<file path="config.mk">
export PLATFORM = sky130hd
export DESIGN_NAME = rsf_top
export DESIGN_NICKNAME = d
export VERILOG_FILES = /design/src/rsf_pkg.sv /design/src/rsf_top.sv /design/src/rsf_fifo.sv
export SDC_FILE = /design/constraint.sdc
export NUM_CORES = 1
export LEC_CHECK = 0
export ABC_CLOCK_PERIOD_IN_PS = 2700
export BUFFER_PORTS_ARGS = -buffer_cell sky130_fd_sc_hd__clkbuf_2
export CAP_MARGIN = 40
export CELL_PAD_IN_SITES_DETAIL_PLACEMENT = 0
export CELL_PAD_IN_SITES_GLOBAL_PLACEMENT = 1
export CORE_MARGIN = 2
export CORE_UTILIZATION = 41
export DETAILED_ROUTE_END_ITERATION = 16
export PLACE_DENSITY_LB_ADDON = 0.1
export SYNTH_ARGS = -nofsm -noshare
export SYNTH_HDL_FRONTEND = slang
export SYNTH_SLANG_ARGS = --single-unit
</file>
<file path="constraint.sdc">
create_clock -name clk_i -period 2.7 [get_ports clk_i]
set_input_delay 0.135 -clock clk_i [delete_from_list [all_inputs] [get_ports clk_i]]
set_output_delay 0.135 -clock clk_i [all_outputs]
set_load 0.01 [all_outputs]
</file>
<file path="src/rsf_pkg.sv">
// Purpose: constants for the rgmii sync fifo and clock skew control block
// Assumes: 20 MHz system clock, 400 ns link clock period
// Notes: register indices are word indices; byte address is four times
package rsf_pkg;
  // ****************************************
  // register map
  // ****************************************
  localparam logic [7:0] RSF_IDX_CTRL = 8'h32;
  localparam logic [7:0] RSF_IDX_STAT = 8'h34;
  localparam logic [15:0] RSF_CTRL_RESET = 16'h00D0;
  localparam logic [15:0] RSF_CTRL_WMASK = 16'h0BFF;
  localparam int RSF_RX_LVL_LSB = 5;
  localparam int RSF_TX_LVL_LSB = 3;
  localparam int RSF_TX_ERR_MASK_BIT = 2;
  localparam int RSF_TX_ALIGN_BIT = 1;
  localparam int RSF_RX_ALIGN_BIT = 0;
  // status: sticky flags in 3:0, run state in 5:4
  localparam int RSF_ST_RX_OVF = 0;
  localparam int RSF_ST_RX_UNF = 1;
  localparam int RSF_ST_TX_OVF = 2;
  localparam int RSF_ST_TX_UNF = 3;
  localparam int RSF_ST_RX_RUN = 4;
  localparam int RSF_ST_TX_RUN = 5;
  // ****************************************
  // fifo shape
  // ****************************************
  localparam int RSF_DEPTH = 8;
  localparam int RSF_AW = 3;
  localparam int RSF_DW = 5;
  localparam logic [3:0] RSF_LVL_OFFSET = 4'h2;
  // ****************************************
  // timing
  // ****************************************
  localparam int RSF_CLK_PERIOD_NS = 50;
  localparam int RSF_LINK_PERIOD_NS = 400;
  localparam int RSF_DIV = RSF_LINK_PERIOD_NS / RSF_CLK_PERIOD_NS;
  localparam logic [2:0] RSF_DIV_LAST = 3'(RSF_DIV - 1);
  // output clock high window, data changes at phase 1
  localparam logic [2:0] RSF_ALN_LO = 3'h1;
  localparam logic [2:0] RSF_ALN_HI = 3'h4;
  localparam logic [2:0] RSF_SHF_LO = 3'h3;
  localparam logic [2:0] RSF_SHF_HI = 3'h6;
endpackage : rsf_pkg

</file>
<file path="src/rsf_top.sv">
// Purpose: rgmii rx/tx sync fifos with start level and clock skew control
// Assumes: link clock is sampled by clk_i; mac clock close to local (ppm)
// Notes: companion msb bits arrive as inputs from their own register
`timescale 1ns/10ps
`default_nettype none
module rsf_top
  import rsf_pkg::*;
(
  // clock and reset
  input wire logic clk_i,
  input wire logic rst_i,
  // wishbone slave
  input wire logic wb_cyc_i,
  input wire logic wb_stb_i,
  input wire logic wb_we_i,
  input wire logic [7:0] wb_adr_i,
  input wire logic [3:0] wb_sel_i,
  input wire logic [31:0] wb_dat_i,
  output logic [31:0] wb_dat_o,
  output logic wb_ack_o,
  // companion register bits
  input wire logic rx_level_msb_i,
  input wire logic tx_level_msb_i,
  // transmit pins from mac
  input wire logic rgmii_txc_i,
  input wire logic [3:0] rgmii_txd_i,
  input wire logic rgmii_tx_ctl_i,
  // transmit data to core
  output logic tx_core_valid_o,
  output logic [RSF_DW-1:0] tx_core_data_o,
  // receive data from core
  input wire logic rx_core_valid_i,
  input wire logic [RSF_DW-1:0] rx_core_data_i,
  // receive pins to mac
  output logic rgmii_rxc_o,
  output logic [3:0] rgmii_rxd_o,
  output logic rgmii_rx_ctl_o
);
  // ****************************************
  // registers
  // ****************************************
  logic [15:0] ctrl_r;
  logic [3:0] sticky_r;
  logic ack_r;
  logic [31:0] rdat_r;

  wire logic req = wb_cyc_i && wb_stb_i && !ack_r;
  wire logic [7:0] widx = {2'b00, wb_adr_i[7:2]};
  wire logic hit_ctrl = (widx == RSF_IDX_CTRL);
  wire logic hit_stat = (widx == RSF_IDX_STAT);
  wire logic wr_ctrl = req && wb_we_i && hit_ctrl;
  wire logic wr_stat = req && wb_we_i && hit_stat && wb_sel_i[0];
  wire logic [15:0] lane_mask = {{8{wb_sel_i[1]}}, {8{wb_sel_i[0]}}};
  wire logic [15:0] wmask = lane_mask & RSF_CTRL_WMASK;
  wire logic [15:0] ctrl_nxt = (ctrl_r & ~wmask) | (wb_dat_i[15:0] & wmask);

  wire logic [2:0] rx_level = {rx_level_msb_i,
                               ctrl_r[RSF_RX_LVL_LSB+1:RSF_RX_LVL_LSB]};
  wire logic [2:0] tx_level = {tx_level_msb_i,
                               ctrl_r[RSF_TX_LVL_LSB+1:RSF_TX_LVL_LSB]};
  wire logic tx_aligned = ctrl_r[RSF_TX_ALIGN_BIT];
  wire logic rx_aligned = ctrl_r[RSF_RX_ALIGN_BIT];

  logic rx_ovf, rx_unf, tx_ovf, tx_unf, rx_run, tx_run;
  wire logic [3:0] events = {tx_unf, tx_ovf, rx_unf, rx_ovf};
  wire logic [3:0] clr = wr_stat ? wb_dat_i[3:0] : 4'h0;
  // a new event beats a simultaneous clear
  wire logic [3:0] sticky_nxt = (sticky_r & ~clr) | events;
  wire logic [31:0] stat_word = {26'h0, tx_run, rx_run, sticky_r};
  wire logic [31:0] rd_word = hit_ctrl ? {16'h0, ctrl_r} :
                              hit_stat ? stat_word : 32'h0;

  always_ff @(posedge clk_i) begin
    if (rst_i) begin
      ctrl_r <= RSF_CTRL_RESET;
      sticky_r <= 4'h0;
      ack_r <= 1'b0;
      rdat_r <= 32'h0;
    end else begin
      ack_r <= req;
      sticky_r <= sticky_nxt;
      if (wr_ctrl) begin
        ctrl_r <= ctrl_nxt;
      end
      if (req && !wb_we_i) begin
        rdat_r <= rd_word;
      end
    end
  end

  assign wb_ack_o = ack_r;
  assign wb_dat_o = rdat_r;

  // ****************************************
  // transmit link sampling
  // ****************************************
  // clock and data share one pipeline so they keep their relation
  logic [2:0] txc_s_r;
  logic [RSF_DW-1:0] txd_s1_r, txd_s2_r, txd_s3_r, txd_s4_r;
  logic txc_lvl_r;

  wire logic txc_agree = (txc_s_r[1] == txc_s_r[2]);
  wire logic tx_rise = txc_agree && txc_s_r[2] && !txc_lvl_r;
  // aligned clock: data moved with the edge, so take the older sample
  wire logic [RSF_DW-1:0] tx_wdata = tx_aligned ? txd_s4_r : txd_s3_r;

  always_ff @(posedge clk_i) begin
    if (rst_i) begin
      txc_s_r <= 3'h0;
      txd_s1_r <= '0;
      txd_s2_r <= '0;
      txd_s3_r <= '0;
      txd_s4_r <= '0;
      txc_lvl_r <= 1'b0;
    end else begin
      txc_s_r <= {txc_s_r[1:0], rgmii_txc_i};
      txd_s1_r <= {rgmii_tx_ctl_i, rgmii_txd_i};
      txd_s2_r <= txd_s1_r;
      txd_s3_r <= txd_s2_r;
      txd_s4_r <= txd_s3_r;
      if (txc_agree) begin
        txc_lvl_r <= txc_s_r[2];
      end
    end
  end

  // ****************************************
  // local read timing
  // ****************************************
  logic [2:0] ph_r;
  wire logic rd_tick = (ph_r == 3'h0);

  always_ff @(posedge clk_i) begin
    if (rst_i) begin
      ph_r <= 3'h0;
    end else begin
      ph_r <= (ph_r == RSF_DIV_LAST) ? 3'h0 : ph_r + 3'h1;
    end
  end

  // ****************************************
  // fifos
  // ****************************************
  rsf_fifo u_tx_fifo (
    .clk_i(clk_i),
    .rst_i(rst_i),
    .wr_i(tx_rise),
    .wr_data_i(tx_wdata),
    .rd_tick_i(rd_tick),
    .start_level_i(tx_level),
    .rd_valid_o(tx_core_valid_o),
    .rd_data_o(tx_core_data_o),
    .running_o(tx_run),
    .overflow_o(tx_ovf),
    .underflow_o(tx_unf)
  );

  logic rx_valid;
  logic [RSF_DW-1:0] rx_data;

  rsf_fifo u_rx_fifo (
    .clk_i(clk_i),
    .rst_i(rst_i),
    .wr_i(rx_core_valid_i),
    .wr_data_i(rx_core_data_i),
    .rd_tick_i(rd_tick),
    .start_level_i(rx_level),
    .rd_valid_o(rx_valid),
    .rd_data_o(rx_data),
    .running_o(rx_run),
    .overflow_o(rx_ovf),
    .underflow_o(rx_unf)
  );

  // ****************************************
  // receive pins
  // ****************************************
  logic [RSF_DW-1:0] rxd_r;
  logic rxc_r;

  wire logic rxc_aln = (ph_r >= RSF_ALN_LO) && (ph_r <= RSF_ALN_HI);
  wire logic rxc_shf = (ph_r >= RSF_SHF_LO) && (ph_r <= RSF_SHF_HI);
  // data changes at phase 1; the shifted clock rises two phases later, a quarter symbol in
  wire logic rxc_nxt = rx_aligned ? rxc_aln : rxc_shf;
  // gaps in the stream go out as idle symbols
  wire logic [RSF_DW-1:0] rxd_nxt = rx_valid ? rx_data : '0;

  always_ff @(posedge clk_i) begin
    if (rst_i) begin
      rxd_r <= '0;
      rxc_r <= 1'b0;
    end else begin
      rxc_r <= rxc_nxt;
      if (ph_r == RSF_ALN_LO) begin
        rxd_r <= rxd_nxt;
      end
    end
  end

  assign rgmii_rxc_o = rxc_r;
  assign rgmii_rxd_o = rxd_r[3:0];
  assign rgmii_rx_ctl_o = rxd_r[4];
endmodule : rsf_top
`default_nettype wire

</file>
<file path="src/rsf_fifo.sv">
// Purpose: eight-entry synchronising fifo with programmable start level
// Assumes: write and read strobes are single-cycle on clk_i
// Notes: reading starts only after the programmed fill is reached
`timescale 1ns/10ps
`default_nettype none
module rsf_fifo
  import rsf_pkg::*;
(
  // clock and reset
  input wire logic clk_i,
  input wire logic rst_i,
  // write side
  input wire logic wr_i,
  input wire logic [RSF_DW-1:0] wr_data_i,
  // read side
  input wire logic rd_tick_i,
  input wire logic [2:0] start_level_i,
  output logic rd_valid_o,
  output logic [RSF_DW-1:0] rd_data_o,
  // status
  output logic running_o,
  output logic overflow_o,
  output logic underflow_o
);
  logic [RSF_DW-1:0] mem_r [RSF_DEPTH];
  logic [RSF_AW:0] wp_r;
  logic [RSF_AW:0] rp_r;
  logic running_r;
  logic rd_valid_r;
  logic [RSF_DW-1:0] rd_data_r;
  logic ovf_r;
  logic unf_r;

  wire logic [RSF_AW:0] fill = wp_r - rp_r;
  wire logic empty = (fill == '0);
  wire logic full = (fill == (RSF_AW+1)'(RSF_DEPTH));
  // level + 2 entries ahead; a level past full starts at full
  wire logic [3:0] want = {1'b0, start_level_i} + RSF_LVL_OFFSET;
  wire logic [3:0] start_at = (want > 4'(RSF_DEPTH)) ? 4'(RSF_DEPTH) : want;
  wire logic pop = rd_tick_i && running_r && !empty;
  wire logic push = wr_i && (!full || pop);
  wire logic start = !running_r && (fill >= start_at);

  always_ff @(posedge clk_i) begin
    if (push) begin
      mem_r[wp_r[RSF_AW-1:0]] <= wr_data_i;
    end
  end

  always_ff @(posedge clk_i) begin
    if (rst_i) begin
      wp_r <= '0;
      rp_r <= '0;
      running_r <= 1'b0;
      rd_valid_r <= 1'b0;
      rd_data_r <= '0;
      ovf_r <= 1'b0;
      unf_r <= 1'b0;
    end else begin
      ovf_r <= wr_i && !push;
      unf_r <= rd_tick_i && running_r && empty;
      rd_valid_r <= pop;
      if (push) begin
        wp_r <= wp_r + 1'b1;
      end
      if (pop) begin
        rp_r <= rp_r + 1'b1;
        rd_data_r <= mem_r[rp_r[RSF_AW-1:0]];
      end
      // running out stops reading until the level is rebuilt
      if (start) begin
        running_r <= 1'b1;
      end else if (rd_tick_i && empty) begin
        running_r <= 1'b0;
      end
    end
  end

  assign rd_valid_o = rd_valid_r;
  assign rd_data_o = rd_data_r;
  assign running_o = running_r;
  assign overflow_o = ovf_r;
  assign underflow_o = unf_r;
endmodule : rsf_fifo
`default_nettype wire

</file>
==> impl_metrics.py, run 1 <==
metrics = {
    "floorplan": {
        "num_io_pins": 108,
        "die_area_um2": 19200,
        "coreArea_um2": 17800,
        "initial_core_util": 0.415,
        "die_h_um": 138,
        "rows": 49,
        "die_w_um": 138,
    },
    "route": {
        "drt-initial-drc-count": 219,
        "drc": 0,
        "dr_total_vias": 4704,
        "postRouteAntennaNets": 0,
        "drt-total-wl_mm": 14.3,
        "wl_per_cell_um": 14.9,
        "first_pass_iters": 5,
        "via_per_inst": 4.91,
    },
    "place": {
        "place_hpwl_mm": 10.0,
        "port_buffers": 61,
        "routabilityCongestion": 0.780,
        "dpl-instance-area_um2": 8220,
    },
    "power_and_ir_drop": {
        "ir_drop_v": 0.000439,
        "clkPwrFrac": 0.390,
        "seqPwrFrac": 0.483,
        "swShare": 0.259,
        "share_comb_of_total_power": 0.126,
        "power_mw": 6.02,
        "p_per_area_nw_per_um2": 667,
        "leakage_nw": 3.54,
        "p_switching_mw": 1.56,
        "intPower_mw": 4.46,
    },
    "finish": {
        "nets": 810,
        "n_fill_cell": 1569,
        "final-seq-area_um2": 4280,
        "multi_input_area_um2": 2910,
        "drive_above_1_share": 0.273,
        "syn2layout_area_growth_pct": 21.8,
        "utilization": 0.506,
        "design_area_um2": 9020,
        "diodes": 0,
    },
    "setup_path": {
        "required_ns": 2.79,
        "critPathCaptureType": "flop",
        "start_kind": "flop",
        "path_class": "reg -> reg",
        "cp_max_fo": 5,
        "critPathArrivalTime_ns": 2.67,
    },
    "clock_tree": {
        "cts_tree": "yes",
        "clk_pin_slew_ns": 0.07,
        "clk_latency_ns": 0.43,
        "cts_buffer_depth": 2,
        "numCtsBuffers": 17,
        "cts.sinks": 174,
        "cts_htree_levels": 4,
        "cts_root_buffer": "clkbuf_16",
    },
    "flow_run": {
        "max_cap_violations": 0,
    },
    "yosys": {
        "netlist_instances": 593,
        "synth_area_um2": 7410,
        "ys_types": 57,
        "syn_area_per_cell_um2": 12.5,
        "seq_area_frac_synth": 0.578,
        "synth_ff_type": "dfxtp_1",
        "synth-edff-count": 80,
        "synth_warnings": 0,
        "synth_seq_cells": 174,
        "synth-async-reset-ratio": 0,
    },
    "timing": {
        "setup_viol": 0,
        "max_freq_mhz": 388,
        "final_max_slew_viol_count": 0,
        "rsz0062_at_grt": "false",
        "min_period_over_period": 0.955,
        "slew_headroom": 0.487,
        "finalSetupTns_ns": 0,
        "period_minus_slack_ns": 2.58,
        "skew_ns": 0.0144,
        "worst_pin_slew_ns": 0.769,
        "hold_viol": 0,
        "hold-worst-slack_ns": 0.0300,
    },
    "global_route": {
        "grt_use_total": 0.155,
        "grt_pass1_vias": 4617,
        "overflow": 0,
        "grt_pass1_wl_mm": 23.7,
        "antenna_found_initial": 0,
        "grt_max_degree": 74,
    },
    "status": {
        "status": "completed",
    },
    "min_path": {
        "worstHoldPathType": "in -> reg",
    },
}
==> per-layer routing <==
layer	GRT usage	wire, um	vias to the layer above
met5	0	0	-
met4	0.0467	205	0
met3	0.0464	570	19
met2	0.238	6420	95
met1	0.214	7090	2235
li1	-	-	2355
==> Yosys cell counts, types with 7 or more instances <==
library cell  count  area share
a21o_1            7      0.0071
a21oi_1          16       0.011
a311oi_1         10       0.012
buf_4            22       0.022
clkbuf_1         16      0.0081
dfxtp_1          94        0.25
edfxtp_1         80        0.32
ha_1             28       0.047
inv_1            21       0.011
mux2i_1          13       0.018
mux4_2           20       0.061
nand2_1          42       0.021
nand3_1          13      0.0088
nor2_1           56       0.028
nor2b_1          31       0.026
nor3_1           18       0.012
nor4_1            7      0.0059
==> final timing paths <==
path | start | endpoint | slack [ns] | cells past startpoint
min | wb_dat_i[4] | flop | 0.03 | 4
max | u_tx_fifo.wp_r[0] | u_tx_fifo.mem_r[6][3] | 0.12 | 10
max reg2reg | u_tx_fifo.wp_r[0] | u_tx_fifo.mem_r[6][3] | 0.12 | 10
min reg2reg | txd_s1_r[4] | txd_s2_r[4] | 0.44 | 1
==> area by class of cell <==
| class | count | share of cell area |
|---|---|---|
| Timing Repair Buffer | 131 | 0.0979 |
| Inverter | 22 | 0.00915 |
| Clock inverter | 15 | 0.0168 |
| Tap cell | 229 | 0.0317 |
| Sequential cell | 174 | 0.475 |
| Multi-Input combinational cell | 371 | 0.323 |
| Clock buffer | 17 | 0.0471 |
==> cell families (layout without fill, tap and decap cells) <==
group,Yosys count,after routing,share of synthesized area
xor+xnor,10,10,0.0128
compound gates,66,66,0.0736
flops,174,174,0.578
mux,41,41,0.0910
buf+inv,68,185,0.0471
simple gates,203,203,0.144
other cells,1,21,0.000506
fa+ha+maj,30,30,0.0527
==> layout by cell type, fill, tap and decap left out, types with 4 or more instances in the layout <==
| cell | n |
|---|---|
| ha_1 | 28 |
| dfxtp_1 | 94 |
| nor4_1 | 7 |
| clkinv_4 | 6 |
| nand2b_1 | 6 |
| mux2_2 | 6 |
| clkbuf_16 | 17 |
| mux2i_1 | 13 |
| a21o_1 | 7 |
| a211o_1 | 4 |
| nor3_1 | 15 |
| inv_8 | 6 |
| clkbuf_2 | 61 |
| a22oi_1 | 5 |
| a211oi_1 | 4 |
| nor2b_1 | 31 |
| inv_1 | 20 |
| a311oi_1 | 10 |
| a221oi_1 | 6 |
| a21oi_1 | 16 |
| nand3_1 | 13 |
| xnor2_1 | 6 |
| nor2_1 | 56 |
| edfxtp_1 | 80 |
| o21ai_0 | 4 |
| conb_1 | 21 |
| nand4_1 | 4 |
| buf_4 | 48 |
| nand2_1 | 42 |
| dlygate4sd3_1 | 19 |
| mux4_2 | 20 |
==> timing repair <==
| item | CTS | global route |
|---|---|---|
| hold endpoints to repair | 56 | 0 |
| endpoints found under the setup margin | 0 | 21 |
| hold buffers | 19 | 0 |
| resized for setup | 0 | 5 |
| buffers inserted | 0 | 0 |
==> power by group through the flow <==
stage	logic, mW	registers [mW]	clock network (mW)
after floorplan	0.520	2.96	0
after global placement	0.714	2.96	0
after detailed placement	0.738	2.97	0
after CTS	0.765	2.91	2.42
after global routing	0.851	2.92	2.54
final	0.761	2.91	2.35
==> metrics by stage <==
stage                     instances  setup slack (ns)
after floorplan                 613           -0.0973
after global placement          904            0.0345
after detailed placement        907            0.0397
after CTS                       958            0.0195
after global routing            959            0.0112
final                           959             0.123
==> registers in the layout (all words and copies together) (netlist names), 5 cells and up, named ones only <==
name and flops:
txd_s2_r 5, u_rx_fifo.rd_data_o 5, u_rx_fifo.mem_r 40, rxd_r 5
txd_s1_r 5, txd_s3_r 5, u_tx_fifo.rd_data_o 5, wb_dat_o 11
u_tx_fifo.mem_r 40, txd_s4_r 5
==> worst max-delay path: stages, from the launching register on <==
cell and delay, ns:
dfxtp_1 0.31, inv_1 0.09, ha_1 0.17, inv_1 0.05, fa_1 0.37, xor2_1 0.22
nor3b_2 0.09, buf_4 0.16, a41oi_4 0.22, nand2_1 0.17, nor3b_4 0.38
Power figures use the tool's default switching activity.
==> run 2: changes to the inputs <==
- ABC_CLOCK_PERIOD_IN_PS: 2700 -> 3100
- CORE_UTILIZATION: 41 -> 49
- clock period: 2.7 -> 3.1 ns (I/O delays scaled with it)
==> run 2 against run 1 <==
Effect of this change:
- utilization is 9.2 points higher
- combinational power is 20% lower
- total power is 13% lower
- critical path type unchanged
- critical path depth stayed put
- highest routed layer unchanged
- sequential cell count stayed put
- global-route usage is 1.7 points higher
- routed wire length is 8.4% lower
- maximum frequency is 5.7% lower
- sequential power is 13% lower
- largest power group unchanged
==> impl_metrics.py, run 2 (synthesized netlist as in run 1, its figures left out) <==
metrics = {
    "power_and_ir_drop": {
        "swShare": 0.240,
        "power_mw": 5.23,
        "p_switching_mw": 1.25,
        "p_per_area_nw_per_um2": 598,
        "intPower_mw": 3.98,
        "seqPwrFrac": 0.484,
        "leakage_nw": 3.44,
        "share_comb_of_total_power": 0.116,
        "ir_drop_v": 0.000412,
        "clkPwrFrac": 0.400,
    },
    "clock_tree": {
        "cts_htree_levels": 4,
        "clk_latency_ns": 0.43,
        "cts_tree": "yes",
        "ctsResizeCount": 0,
        "cts_buffer_depth": 2,
        "cts.sinks": 174,
        "numCtsBuffers": 17,
        "cts_root_buffer": "clkbuf_16",
        "post_cts_buffers": 0,
        "clk_pin_slew_ns": 0.06,
    },
    "setup_path": {
        "required_ns": 3.16,
        "cp_max_fo": 5,
        "critPathLaunch": "u_tx_fifo.wp_r[0]",
        "r2r-start": "u_tx_fifo.wp_r[0]",
        "r2r_cells": 10,
        "start_kind": "flop",
        "path_class": "reg -> reg",
        "critPathCaptureType": "flop",
        "critPathArrivalTime_ns": 2.79,
    },
    "finish": {
        "syn2layout_area_growth_pct": 18.2,
        "diodes": 0,
        "drive_above_1_share": 0.243,
        "final-seq-area_um2": 4280,
        "multi_input_area_um2": 2850,
        "nets": 789,
        "mostFrequentLayoutCell": "dfxtp_1",
        "final_cell_mix": "94 x dfxtp_1, 80 x edfxtp_1, 60 x clkbuf_2",
        "n_fill_cell": 1175,
    },
    "flow_run": {
        "max_cap_violations": 0,
    },
    "floorplan": {
        "rows": 44,
        "coreArea_um2": 14600,
        "die_h_um": 127,
        "die_area_um2": 16100,
        "initial_core_util": 0.506,
        "num_io_pins": 108,
        "die_w_um": 127,
    },
    "global_route": {
        "grt_use_total": 0.173,
        "antenna_found_initial": 0,
        "grt_max_degree": 80,
        "overflow": 0,
        "grt_pass1_vias": 4479,
        "grt_pass1_wl_mm": 22.0,
    },
    "timing": {
        "skew_ns": 0.0127,
        "max_freq_mhz": 366,
        "min_period_over_period": 0.882,
        "finalSetupTns_ns": 0,
        "setup_viol": 0,
        "period_minus_slack_ns": 2.73,
        "rsz0062_at_grt": "false",
        "worst_pin_slew_ns": 0.874,
        "final_max_slew_viol_count": 0,
        "slew_headroom": 0.412,
        "hold_viol": 0,
    },
    "route": {
        "drc": 0,
        "drt-initial-drc-count": 246,
        "dr_total_vias": 4599,
        "via_per_inst": 5.15,
        "wl_per_cell_um": 14.6,
        "first_pass_iters": 4,
        "postRouteAntennaNets": 0,
        "drt-total-wl_mm": 13.1,
    },
    "min_path": {
        "min_from": "rx_core_data_i[1]",
        "hold_depth": 1,
        "worstHoldPathType": "in -> reg",
    },
    "status": {
        "status": "completed",
    },
    "place": {
        "place_hpwl_mm": 9.08,
        "routabilityCongestion": 0.758,
        "port_buffers": 61,
    },
}
run 2: cell types whose count changed in the layout (fill, tap and decap cells not counted), sizes merged:
cell           delta
buf              -18
dlygate4sd3       -4
bufinv            +2
clkdlybuf4s18     +2
clkinvlp          -2
inv               -2
clkinv            +1
run 2: cell type report:
cell class / count / share of cell area
Clock buffer: 18 / 0.0490
Tap cell: 184 / 0.0263
Inverter: 22 / 0.00943
Timing Repair Buffer: 110 / 0.0820
Multi-Input combinational cell: 371 / 0.326
Sequential cell: 174 / 0.489
Clock inverter: 14 / 0.0182
run 2: per-stage QoR:
stage | hold slack (ns) | utilization | instances | area, um^2 | worst slack, ns
finish | 0.0143 | 0.598 | 893 | 8750 | 0.366
global route | 0.0137 | 0.598 | 893 | 8750 | 0.0581
CTS | 0.00302 | 0.598 | 893 | 8750 | 0.331
detailed placement | 0.374 | 0.547 | 846 | 8020 | 0.352
global placement | 0.365 | 0.543 | 839 | 7960 | 0.146
floorplan | 0.254 | - | 613 | 7480 | 0.211
run 2: power by group through the flow:
| stage | registers (mW) | clock network [mW] | logic [mW] |
|---|---|---|---|
| after CTS | 2.53 | 2.14 | 0.614 |
| after global routing | 2.54 | 2.23 | 0.675 |
| after floorplan | 2.58 | 0 | 0.451 |
| after detailed placement | 2.58 | 0 | 0.594 |
| after global placement | 2.58 | 0 | 0.571 |
| final | 2.53 | 2.09 | 0.607 |
run 2: final timing paths:
check                           slack, ns                     to
worst max-delay path                 0.37  u_tx_fifo.mem_r[2][1]
worst min-delay path                 0.01  u_rx_fifo.mem_r[4][1]
worst max register to register       0.37  u_tx_fifo.mem_r[2][1]
worst min register to register       0.43            txd_s3_r[0]
run 2: critical path, cell delays in order, from the launching register on:
cell     delay (ns)
dfxtp_1        0.31
inv_1          0.10
ha_1           0.19
inv_1          0.06
fa_1           0.37
xor2_1         0.24
nor3b_2        0.09
buf_4          0.16
a41oi_4        0.22
nand2_1        0.11
nor3_1         0.52
run 2: per-layer routing:
layer	vias up	part of all wire	routed length (um)	global-route usage
met3	20	0.041	533	0.0456
met5	-	0	0	0
met4	0	0.015	191	0.0601
met2	88	0.47	6200	0.279
li1	2316	-	-	-
met1	2175	0.47	6160	0.227
run 2: timing repair:
action | CTS | global route
hold buffers | 15 | 0
hold endpoints to repair | 22 | 0
endpoints found under the setup margin | 0 | 0
==> run 3: changes to the inputs <==
- PLACE_DENSITY: unset -> 0.9
- PLACE_DENSITY_LB_ADDON: 0.1 -> unset
==> run 3 against run 2 <==
Effect of this change:
- setup slack got worse by 0.17 ns
- first-iteration DRC count rose by 64%
- sequential power barely moved
- via count rose by 2.2%
- die area did not move
- utilization fell by 0.15 points
- largest cell class unchanged
==> impl_metrics.py, run 3 (synthesized netlist as in run 1, its figures left out) <==
metrics = {
    "finish": {
        "utilization": 0.596,
        "nets": 784,
        "diodes": 0,
        "mostFrequentLayoutCell": "dfxtp_1",
        "drive_above_1_share": 0.243,
        "final_cell_mix": "94 x dfxtp_1, 80 x edfxtp_1, 60 x clkbuf_2",
        "syn2layout_area_growth_pct": 17.9,
    },
    "timing": {
        "hold-worst-slack_ns": 0.0331,
        "setup_viol": 0,
        "finalSetupTns_ns": 0,
        "final_max_slew_viol_count": 0,
        "period_minus_slack_ns": 2.90,
        "rsz0062_at_grt": "true",
        "min_period_over_period": 0.935,
        "worst_pin_slew_ns": 0.849,
        "hold_viol": 0,
        "max_freq_mhz": 345,
        "skew_ns": 0.00735,
        "slew_headroom": 0.429,
    },
    "power_and_ir_drop": {
        "clkPwrFrac": 0.400,
        "leakage_nw": 3.41,
        "ir_drop_v": 0.000351,
        "p_switching_mw": 1.33,
        "swShare": 0.254,
        "power_mw": 5.26,
        "share_comb_of_total_power": 0.118,
        "p_per_area_nw_per_um2": 602,
        "seqPwrFrac": 0.482,
        "intPower_mw": 3.93,
    },
    "route": {
        "first_pass_iters": 4,
        "drt-total-wl_mm": 14.2,
        "drt-initial-drc-count": 403,
        "postRouteAntennaNets": 0,
        "via_per_inst": 5.29,
        "dr_total_vias": 4700,
        "wl_per_cell_um": 16.0,
        "drc": 0,
    },
    "global_route": {
        "grt_use_total": 0.186,
        "grt_pass1_vias": 4797,
        "overflow": 0,
        "antenna_found_initial": 0,
        "grt_max_degree": 70,
        "grt_pass1_wl_mm": 23.3,
    },
    "floorplan": {
        "coreArea_um2": 14600,
        "num_io_pins": 108,
        "initial_core_util": 0.506,
        "die_w_um": 127,
        "die_h_um": 127,
        "rows": 44,
        "die_area_um2": 16100,
    },
    "place": {
        "port_buffers": 61,
        "place_hpwl_mm": 9.79,
        "routabilityCongestion": 0.758,
    },
    "min_path": {
        "worstHoldPathType": "in -> reg",
    },
    "setup_path": {
        "cpMostUsedCell": "inv_1",
        "start_kind": "flop",
        "cpPeakStageDelay_ns": 0.57,
        "worstPathCellList": "inv_1, ha_1, inv_1, fa_1, xor2_1, nor3b_2, nand2_1, o21bai_1, nor4b_1, buf_2",
        "cp_max_fo": 4,
        "critPathArrivalTime_ns": 3.03,
        "crit_slowest_cell": "nor4b_1",
        "critPathCaptureType": "flop",
        "path_class": "reg -> reg",
        "required_ns": 3.23,
    },
    "status": {
        "status": "completed",
    },
    "clock_tree": {
        "cts.sinks": 174,
        "numCtsBuffers": 17,
        "clk_pin_slew_ns": 0.07,
        "cts_root_buffer": "clkbuf_16",
        "cts_tree": "yes",
        "cts_htree_levels": 4,
        "cts_buffer_depth": 2,
        "clk_latency_ns": 0.42,
    },
    "flow_run": {
        "max_cap_violations": 0,
    },
}
==> run 3: cell types whose count changed in the layout (fill, tap and decap cells not counted), moves of 2 or more <==
cell      delta
buf_2        -2
inv_8        +2
inv_6        +4
buf_4        -3
clkinv_4     -4
==> run 3: area by class of cell <==
cell class	instances	area, um^2
sequential	174	4280
multi-input combinational	371	2860
inverter	22	82.6
clock inverter	15	166
fill	1149	5910
tap	184	230
clock buffer	17	425
timing repair buffer	105	687
==> run 3: through the flow <==
step,std cells,instance area [um^2],setup WS [ns]
2_1_floorplan,613,7480,0.211
3_3_place_gp,836,7940,0.204
3_5_place_dp,842,7990,0.223
4_1_cts,888,8730,0.199
5_1_grt,888,8730,-0.0287
6_report,888,8730,0.201
==> run 3: path summary, 6_finish.rpt <==
check	cells after the start	end	from	slack (ns)
worst max-delay path	10	u_tx_fifo.mem_r[4][0]	u_tx_fifo.wp_r[0]	0.20
worst min register to register	1	txd_s3_r[3]	txd_s2_r[3]	0.43
worst min-delay path	1	u_rx_fifo.mem_r[6][3]	rx_core_data_i[3]	0.03
worst max register to register	10	u_tx_fifo.mem_r[4][0]	u_tx_fifo.wp_r[0]	0.20
==> run 3: worst max-delay path, delay by kind of cell (launching register included) <==
family | cells | cell delay, ns
AO/OA/AOI/OAI | 1 | 0.15
XOR/XNOR | 1 | 0.29
flip-flops | 1 | 0.31
AND/OR/NAND/NOR | 3 | 0.84
adder cells (fa/ha/maj) | 2 | 0.57
buffers and inverters | 3 | 0.44
==> run 3: timing repair <==
item,in CTS,in global routing
resized for setup,0,1
endpoints found under the setup margin,0,14
hold buffers,14,0
hold endpoints to repair,14,0
buffers inserted,0,0
==> run 3: power by group through the flow <==
stage,logic (mW),clock network (mW),registers [mW]
after global routing,0.688,2.23,2.55
after detailed placement,0.599,0,2.59
final,0.618,2.10,2.54
after floorplan,0.451,0,2.58
after global placement,0.562,0,2.58
after CTS,0.623,2.14,2.54
==> run 3: layer usage <==
layer  global-route usage  vias to the layer above  routed length [um]
li1                     -                     2303                   -
met1                0.232                     2263                6260
met2                0.314                      119                7140
met3               0.0413                       15                 661
met4               0.0776                        0                 134
met5                    0                        -                   0
